==> src/exms_pkg.sv <==
// Function
// - Fault inside a microsequence escalates one class
// - Fault during reset sequence restarts reset sequence
// - Style clear: indexed call, offsets zero and code
// - Style set: process switch via fixed vector
// - Second index is saved code shifted three
// - Indexed call ends with status 7, 1, 3
// - Normal codes 0 to 7 fixed encoding
// - Normal codes 8,9,10,14,15; 11-13 unused
// - Trace trap at instruction end when enabled
// - Overflow trap only when enabled, may defer
// - Misaligned access raises external memory code unless ABA is set
// - Zero divide always on; some update flags
// - Stack fault during indexed call escalates
// - Stack class: push pointer, save, switch
// - Stack class status words 7,0,3 and code
// - Stack codes 0 bound, 1 store, 3 fetch
// - Process class: no save, push, load vector
// - Process class handler keeps copied code
// - Exception type 0 reset up to 3 normal
// - Idle status reads type 3, code 7
// - Process codes 0 old, 1 gate, 4 new
package exms_pkg;
    // ==================================================
    // Exception types
    localparam logic [1:0] ET_RESET   = 2'h0;
    localparam logic [1:0] ET_PROCESS = 2'h1;
    localparam logic [1:0] ET_STACK   = 2'h2;
    localparam logic [1:0] ET_NORMAL  = 2'h3;
    // ==================================================
    // Internal state codes
    localparam logic [3:0] ISC_ZDIV  = 4'h0;
    localparam logic [3:0] ISC_TRACE = 4'h1;
    localparam logic [3:0] ISC_EXTM  = 4'h5;
    localparam logic [3:0] ISC_IDLE  = 4'h7;
    localparam logic [3:0] ISC_INVD  = 4'h4;
    localparam logic [3:0] ISC_RDT   = 4'h8;
    localparam logic [3:0] ISC_OVF   = 4'h9;
    localparam logic [3:0] ISC_PREG  = 4'hf;
    localparam logic [3:0] ISC_SBND  = 4'h0;
    localparam logic [3:0] ISC_SFLT  = 4'h1;
    localparam logic [3:0] ISC_SIDF  = 4'h3;
    localparam logic [3:0] ISC_POLD  = 4'h0;
    localparam logic [3:0] ISC_PNEW  = 4'h4;
    // ==================================================
    // Fixed vector locations
    localparam logic [31:0] VEC_NRM = 32'h0000_0484;
    localparam logic [31:0] VEC_STK = 32'h0000_0088;
    localparam logic [31:0] VEC_PRC = 32'h0000_0084;
    localparam logic [31:0] VEC_RST = 32'h0000_0080;
    localparam logic [7:0]  GATE_IDX1 = 8'h00;
    localparam logic [1:0]  SEQ_LAST  = 2'h2;
    // ==================================================
    // Register map
    localparam logic [3:0] OFS_CTRL  = 4'h0;
    localparam logic [3:0] OFS_STAT  = 4'h4;
    localparam logic [3:0] OFS_SAVED = 4'h8;
    localparam logic [3:0] OFS_VEC   = 4'hc;
    localparam int B_HSS = 0;
    localparam int B_TE  = 1;
    localparam int B_OE  = 2;
    localparam int B_ABA = 3;
    localparam int B_BUSY = 8;
    localparam logic [3:0] CTRL_RST = 4'h0;
    // ==================================================
    typedef struct packed {
        logic [3:0] internal_state_code;
        logic       tm;
        logic [1:0] et;
    } exms_psw_t;
    typedef struct packed {
        logic       valid;
        logic [1:0] et;
        logic [3:0] internal_state_code;
    } exms_req_t;
    typedef enum logic [1:0] {
        S_IDLE = 2'b00,
        S_RUN  = 2'b01,
        S_DONE = 2'b10
    } exms_state_t;
    localparam exms_psw_t PSW_IDLE = '{internal_state_code: 4'h7, tm: 1'b0, et: 2'h3};
    localparam exms_psw_t PSW_GATE = '{internal_state_code: 4'h7, tm: 1'b1, et: 2'h3};
endpackage : exms_pkg

==> src/exms_core.sv <==
// The address-and-strobe port and the register offsets were decided locally.
`timescale 1ns/100ps
module exms_core
    import exms_pkg::*;
(
    // Clock and reset
    input  wire logic        clk_sys,
    input  wire logic        rst_n,
    // Register port
    input  wire logic [3:0]  regAddr,
    input  wire logic [31:0] regWrData,
    input  wire logic        regWr,
    input  wire logic        regRd,
    output logic      [31:0] regRdData_reg,
    // Core event inputs
    input  wire logic        fltValid,
    input  wire logic [3:0]  fltCode,
    input  wire logic        instrEnd,
    input  wire logic        ovfDet,
    input  wire logic        misalign,
    input  wire logic        stackBound,
    input  wire logic        idFetchFault,
    // Memory fault pin
    input  wire logic        memFault,
    // Sequencer outputs
    output logic             seqBusy_reg,
    output logic             seqDone_reg,
    output logic             ctxSave_reg,
    output logic             pushPcbp_reg,
    output logic             flagsUpd_reg,
    output logic      [7:0]  gateIdx1_reg,
    output logic      [7:0]  gateIdx2_reg,
    output logic      [31:0] vecAddr_reg,
    output exms_psw_t        psw_reg,
    output exms_psw_t        savedPsw_reg
);
    // ==================================================
    // Synchroniser and control
    logic        faultMeta_reg;
    logic        faultSync_reg;
    logic [3:0]  ctrl_reg;
    logic        ovfPend_reg;
    exms_state_t state_reg;
    logic [1:0]  curEt_reg;
    logic [3:0]  curIsc_reg;
    logic [1:0]  step_reg;
    exms_req_t   reqSel;
    logic [3:0]  escIsc;
    logic        escEv;

    always_ff @(posedge clk_sys) begin
        if (!rst_n) begin
            faultMeta_reg <= 1'b0;
            faultSync_reg <= 1'b0;
        end else begin
            faultMeta_reg <= memFault;
            faultSync_reg <= faultMeta_reg;
        end
    end

    always_ff @(posedge clk_sys) begin
        if (!rst_n) begin
            ctrl_reg <= CTRL_RST;
        end else if (regWr && regAddr == OFS_CTRL) begin
            ctrl_reg <= regWrData[3:0];
        end
    end

    // Overflow may trail its instruction by one; it waits here
    always_ff @(posedge clk_sys) begin
        if (!rst_n) begin
            ovfPend_reg <= 1'b0;
        end else if (ovfDet && ctrl_reg[B_OE]) begin
            ovfPend_reg <= 1'b1;
        end else if (state_reg == S_IDLE && reqSel.internal_state_code == ISC_OVF
                     && reqSel.et == ET_NORMAL) begin
            ovfPend_reg <= 1'b0;
        end
    end

    // ==================================================
    // Request selection, most severe first
    always_comb begin
        reqSel = '{valid: 1'b0, et: ET_NORMAL, internal_state_code: ISC_IDLE};
        if (idFetchFault) begin
            reqSel = '{valid: 1'b1, et: ET_STACK, internal_state_code: ISC_SIDF};
        end else if (faultSync_reg) begin
            reqSel = '{valid: 1'b1, et: ET_NORMAL, internal_state_code: ISC_EXTM};
        end else if (fltValid) begin
            reqSel = '{valid: 1'b1, et: ET_NORMAL, internal_state_code: fltCode};
        end else if (misalign && !ctrl_reg[B_ABA]) begin
            reqSel = '{valid: 1'b1, et: ET_NORMAL, internal_state_code: ISC_EXTM};
        end else if (ovfPend_reg) begin
            reqSel = '{valid: 1'b1, et: ET_NORMAL, internal_state_code: ISC_OVF};
        end else if (instrEnd && ctrl_reg[B_TE]) begin
            reqSel = '{valid: 1'b1, et: ET_NORMAL, internal_state_code: ISC_TRACE};
        end
    end

    // Escalation cause and code for the next class
    always_comb begin
        escEv  = faultSync_reg;
        escIsc = curIsc_reg;
        unique case (curEt_reg)
            ET_NORMAL: begin
                escEv  = faultSync_reg || (stackBound && step_reg == 2'h0);
                escIsc = (stackBound && step_reg == 2'h0) ? ISC_SBND : ISC_SFLT;
            end
            ET_STACK:   escIsc = (step_reg == SEQ_LAST) ? ISC_PNEW : ISC_POLD;
            ET_PROCESS: escIsc = ISC_PNEW;
            ET_RESET:   escIsc = curIsc_reg;
        endcase
    end

    // ==================================================
    // Microsequencer
    always_ff @(posedge clk_sys) begin
        if (!rst_n) begin
            state_reg  <= S_IDLE;
            curEt_reg  <= ET_NORMAL;
            curIsc_reg <= ISC_IDLE;
            step_reg   <= 2'h0;
        end else begin
            unique case (state_reg)
                S_IDLE: begin
                    step_reg <= 2'h0;
                    if (reqSel.valid) begin
                        state_reg  <= S_RUN;
                        curEt_reg  <= reqSel.et;
                        curIsc_reg <= reqSel.internal_state_code;
                    end
                end
                S_RUN: begin
                    if (escEv && curEt_reg == ET_RESET) begin
                        step_reg <= 2'h0;
                    end else if (escEv) begin
                        curEt_reg  <= curEt_reg - 2'h1;
                        curIsc_reg <= escIsc;
                        step_reg   <= 2'h0;
                    end else if (step_reg == SEQ_LAST) begin
                        state_reg <= S_DONE;
                    end else begin
                        step_reg <= step_reg + 2'h1;
                    end
                end
                S_DONE: begin
                    state_reg <= S_IDLE;
                end
                default: begin
                    state_reg <= S_IDLE;
                end
            endcase
        end
    end

    // ==================================================
    // Status words seen by software and handlers
    always_ff @(posedge clk_sys) begin
        if (!rst_n) begin
            psw_reg      <= PSW_IDLE;
            savedPsw_reg <= PSW_IDLE;
        end else if (state_reg == S_RUN) begin
            psw_reg      <= '{internal_state_code: curIsc_reg, tm: 1'b0, et: curEt_reg};
            savedPsw_reg <= '{internal_state_code: curIsc_reg, tm: 1'b0, et: ET_NORMAL};
        end else if (state_reg == S_DONE) begin
            unique case (curEt_reg)
                ET_NORMAL: begin
                    if (ctrl_reg[B_HSS]) begin
                        psw_reg <= '{internal_state_code: curIsc_reg, tm: 1'b0, et: ET_NORMAL};
                    end else begin
                        psw_reg <= PSW_GATE;
                    end
                end
                ET_STACK: psw_reg <= PSW_IDLE;
                default:  psw_reg <= '{internal_state_code: curIsc_reg, tm: 1'b0, et: ET_NORMAL};
            endcase
        end
    end

    // Gate indices only change on a gate-like completion
    always_ff @(posedge clk_sys) begin
        if (!rst_n) begin
            gateIdx1_reg <= GATE_IDX1;
            gateIdx2_reg <= 8'h00;
        end else if (state_reg == S_DONE && curEt_reg == ET_NORMAL
                     && !ctrl_reg[B_HSS]) begin
            gateIdx1_reg <= GATE_IDX1;
            gateIdx2_reg <= {1'b0, curIsc_reg, 3'h0};
        end
    end

    always_ff @(posedge clk_sys) begin
        if (!rst_n) begin
            vecAddr_reg <= VEC_RST;
        end else if (state_reg == S_RUN) begin
            unique case (curEt_reg)
                ET_NORMAL:  vecAddr_reg <= VEC_NRM;
                ET_STACK:   vecAddr_reg <= VEC_STK;
                ET_PROCESS: vecAddr_reg <= VEC_PRC;
                ET_RESET:   vecAddr_reg <= VEC_RST;
            endcase
        end
    end

    // Context save only for the stack class; it is raised on every stack run cycle, even one that a fault then cuts short
    always_ff @(posedge clk_sys) begin
        if (!rst_n) begin
            seqBusy_reg  <= 1'b0;
            seqDone_reg  <= 1'b0;
            ctxSave_reg  <= 1'b0;
            pushPcbp_reg <= 1'b0;
            flagsUpd_reg <= 1'b0;
        end else begin
            seqBusy_reg  <= state_reg == S_RUN;
            seqDone_reg  <= state_reg == S_DONE;
            ctxSave_reg  <= state_reg == S_RUN && curEt_reg == ET_STACK;
            pushPcbp_reg <= state_reg == S_RUN && step_reg == 2'h0
                            && (curEt_reg == ET_STACK || curEt_reg == ET_PROCESS);
            flagsUpd_reg <= state_reg == S_IDLE && reqSel.valid && reqSel.et == ET_NORMAL
                            && (reqSel.internal_state_code == ISC_ZDIV || reqSel.internal_state_code == ISC_INVD
                             || reqSel.internal_state_code == ISC_RDT || reqSel.internal_state_code == ISC_PREG);
        end
    end

    // ==================================================
    // Register reads, unmapped offsets read zero
    always_ff @(posedge clk_sys) begin
        if (!rst_n) begin
            regRdData_reg <= 32'h0;
        end else if (regRd) begin
            unique case (regAddr)
                OFS_CTRL:  regRdData_reg <= {28'h0, ctrl_reg};
                OFS_STAT:  regRdData_reg <= {23'h0, seqBusy_reg, 1'b0, psw_reg};
                OFS_SAVED: regRdData_reg <= {25'h0, savedPsw_reg};
                OFS_VEC:   regRdData_reg <= vecAddr_reg;
                default:   regRdData_reg <= 32'h0;
            endcase
        end else begin
            regRdData_reg <= 32'h0;
        end
    end
endmodule : exms_core

==> config.mk <==
export PLATFORM = sky130hd
export DESIGN_NAME = exms_core
export DESIGN_NICKNAME = d
export VERILOG_FILES = /design/src/exms_pkg.sv /design/src/exms_core.sv
export SDC_FILE = /design/constraint.sdc
export NUM_CORES = 1
export LEC_CHECK = 0
export BUFFER_PORTS_ARGS = -buffer_cell sky130_fd_sc_hd__buf_2
export CORE_UTILIZATION = 40
export DETAILED_ROUTE_END_ITERATION = 6
export PLACE_DENSITY_LB_ADDON = 0.25
export SLEW_MARGIN = 20
export SYNTH_ARGS = -nofsm -noshare
export SYNTH_HDL_FRONTEND = slang
export SYNTH_SLANG_ARGS = --single-unit
==> constraint.sdc <==
create_clock -name clk_sys -period 4.6 [get_ports clk_sys]
set_input_delay 0.46 -clock clk_sys [delete_from_list [all_inputs] [get_ports clk_sys]]
set_output_delay 0.46 -clock clk_sys [all_outputs]
set_load 0.02 [all_outputs]
==> impl_metrics.env <==
export IMPL_status="finished, final reports clean"
export IMPL_async_flop_share_pct=0
export IMPL_portBuffers=55
export IMPL_wl_per_cell_um=11.7
export IMPL_yosys_area_top_type="dfxtp_1"
export IMPL_cts_root_buf="clkbuf_8"
export IMPL_p_leak_nw=1.45
export IMPL_io_pins=150
export IMPL_dp_hpwl_um=3880
export IMPL_first_iter_violations=75
export IMPL_vdd_drop_max_v=0.000161
export IMPL_synth_edf_count=0
export IMPL_synth_top_area_share_pct=36.1
export IMPL_fp_dieH_um=85.3
export IMPL_antenna_cells=0
export IMPL_htreeDepth=2
export IMPL_path_clk_slew_ps=90
export IMPL_synth_area_leaders="dfxtp_1, buf_4, mux2i_1"
export IMPL_post_route_util_pct=45.3
export IMPL_die_area_um2=7270
export IMPL_cts_tree="yes"
export IMPL_tightest_slew_ps=697
export IMPL_cts_buffers=5
export IMPL_num_rows=29
export IMPL_report_final_slew_viol_count=0
export IMPL_start_kind="register"
export IMPL_core_region_area_um2=6530
export IMPL_cp_max_fo=6
export IMPL_timing_final_hold_violations=0
export IMPL_end_kind="register"
export IMPL_grt_setup_unrepaired="no"
export IMPL_avgViaCountPerCell=4.59
export IMPL_fin_nets=423
export IMPL_fin_cells=441
export IMPL_drt_antenna_violating_nets=0
export IMPL_ys_ff_latch=50
export IMPL_synth_area_per_cell_um2=8.78
export IMPL_post_cts_buffers=0
export IMPL_grt_pass1_wl_um=8310
export IMPL_largest_reg_flops=10
export IMPL_setup_viol=0
export IMPL_multiInputGateArea_um2=1420
export IMPL_ys_types=42
export IMPL_overflow=0
export IMPL_syn_inst=316
export IMPL_grt_usage_pct=14.4
export IMPL_drt_total_wl_um=5150
export IMPL_ctsResizeCount=0
export IMPL_areaGrowthSynthToFinish_pct=6.77
export IMPL_insertion_delay_ps=300
export IMPL_drcViolationCount=0
export IMPL_first_global_vias=1769
export IMPL_power_mw=1.37
export IMPL_cts_max_path_buffers=2
export IMPL_antenna_found_initial=0
export IMPL_synth_flop_cell="dfxtp_1"
export IMPL_p_per_area_nw_per_um2=464
export IMPL_grt_max_degree=47
export IMPL_die_x_um=85.3
export IMPL_fmax_ghz=0.481
export IMPL_vias=2026
export IMPL_fill_cells=646
export IMPL_regArea_um2=1000
export IMPL_gp_congestion=0.880
export IMPL_placed_cells=433
export IMPL_holdWs_ps=353
export IMPL_drive_above_1_share_pct=19.0
export IMPL_maxCapViolations=0
export IMPL_drt_pass1_iter_count=4
export IMPL_hp_class="input pin to register"
export IMPL_cp_arrival_ps=2270
export IMPL_crit_type="register to register"
export IMPL_netlist_area_um2=2770
export IMPL_start_util_pct=42.5
export IMPL_critPathRequiredTime_ps=4790
export IMPL_cts_sinks=50
export IMPL_ctsHoldBuffers=0
export IMPL_seq_area_frac_synth_pct=36.1
export IMPL_fin_crit_ps=2080
export IMPL_ys_warn_count=0
export IMPL_fin_skew_ps=11.4
export IMPL_tns_ps=0
export IMPL_period_share_pct=45.2
export IMPL_relSlewSlack_pct=53.6
## stage by stage
stage	area, µm²	worst slack [ps]
3_3_place_gp	2840	2230
4_1_cts	2960	2200
3_5_place_dp	2840	2220
5_1_grt	2960	2360
6_report	2960	2520
2_1_floorplan	3010	2770
## path summary, 6_finish.rpt
| path | slack [ps] | start | to | cells after the start |
|---|---|---|---|---|
| setup / recovery | 2520 | curEt_reg[1]$_SDFFE_PN1P_ | curEt_reg[0]$_SDFFE_PN1P_ | 5 |
| hold / removal | 350 | memFault | faultMeta_reg$_SDFF_PN0_ | 2 |
| setup reg to reg | 2520 | curEt_reg[1]$_SDFFE_PN1P_ | curEt_reg[0]$_SDFFE_PN1P_ | 5 |
| hold reg to reg | 430 | seqBusy_reg$_SDFF_PN0_ | regRdData_reg[8]$_SDFF_PN0_ | 2 |
## cell type report
type | count | share of cell area [%]
multi-input cells | 238 | 47.9
flip-flops and latches | 50 | 33.8
repair buffers | 55 | 9.29
well taps | 77 | 3.25
clock buffers | 6 | 2.79
inverters | 13 | 1.65
clock inverters | 2 | 1.31
## Yosys cell counts, drive strengths merged, types with 5 or more instances
| master | count |
|---|---|
| buf | 67 |
| nor2 | 23 |
| inv | 13 |
| nor2b | 20 |
| ha | 9 |
| a21oi | 11 |
| nand2 | 20 |
| mux2i | 21 |
| nand2b | 5 |
| and2 | 7 |
| clkbuf | 12 |
| dfxtp | 50 |
| o21ai | 9 |
## critical path: stages (launching register included)
cell	delay [ps]
dfxtp_1	410
ha_1	290
a31oi_1	180
o21a_1	200
or3_1	530
mux2_4	350
## kinds of logic (layout without fill, tap and decap cells)
kind of cell | count (synthesis) | count (layout) | synth area share, %
AOI/OAI and AO/OA | 44 | 44 | 10.3
other | 2 | 66 | 0.271
muxes | 26 | 26 | 10.3
xor gates and xnor gates | 1 | 1 | 0.316
adders and majority gates | 9 | 9 | 4.06
DFF | 50 | 50 | 36.1
and+or+nand+nor | 92 | 92 | 17.1
buffers and inverters | 92 | 76 | 21.5
## cell usage in the layout, fill, tap and decap left out, types with 2 or more instances in the layout
cell,netlist,final
clkbuf_8,0,6
conb_1,2,66
and3_1,4,4
mux2_2,2,2
buf_2,0,55
dfxtp_1,50,50
a21oi_1,11,11
o21ai_0,9,9
mux2_4,2,2
a22oi_1,3,3
a31oi_1,4,4
nand2_1,20,20
mux2i_1,21,21
and2_1,7,7
nand3_1,4,4
o221ai_1,3,3
inv_1,13,13
nand2b_1,5,5
o211ai_1,2,2
nor2b_1,20,20
nor2_1,23,23
ha_1,9,8
a21o_1,3,3
nand4_1,2,2
## per-layer routing
metal / GRT usage (%) / wire length [µm] / vias to the layer above
met5: 0 / 0 / -
met4: 4.09 / 24 / 0
met3: 3.40 / 283 / 2
met2: 25.8 / 2570 / 80
met1: 17.3 / 2270 / 928
li1: - / - / 1016
## where the power goes
group,internal [mW],switching (mW)
logic,0.184,0.312
registers,0.501,0.0533
clock network,0.179,0.146
total,0.864,0.511
No activity file was read; power rests on OpenSTA's default activity.
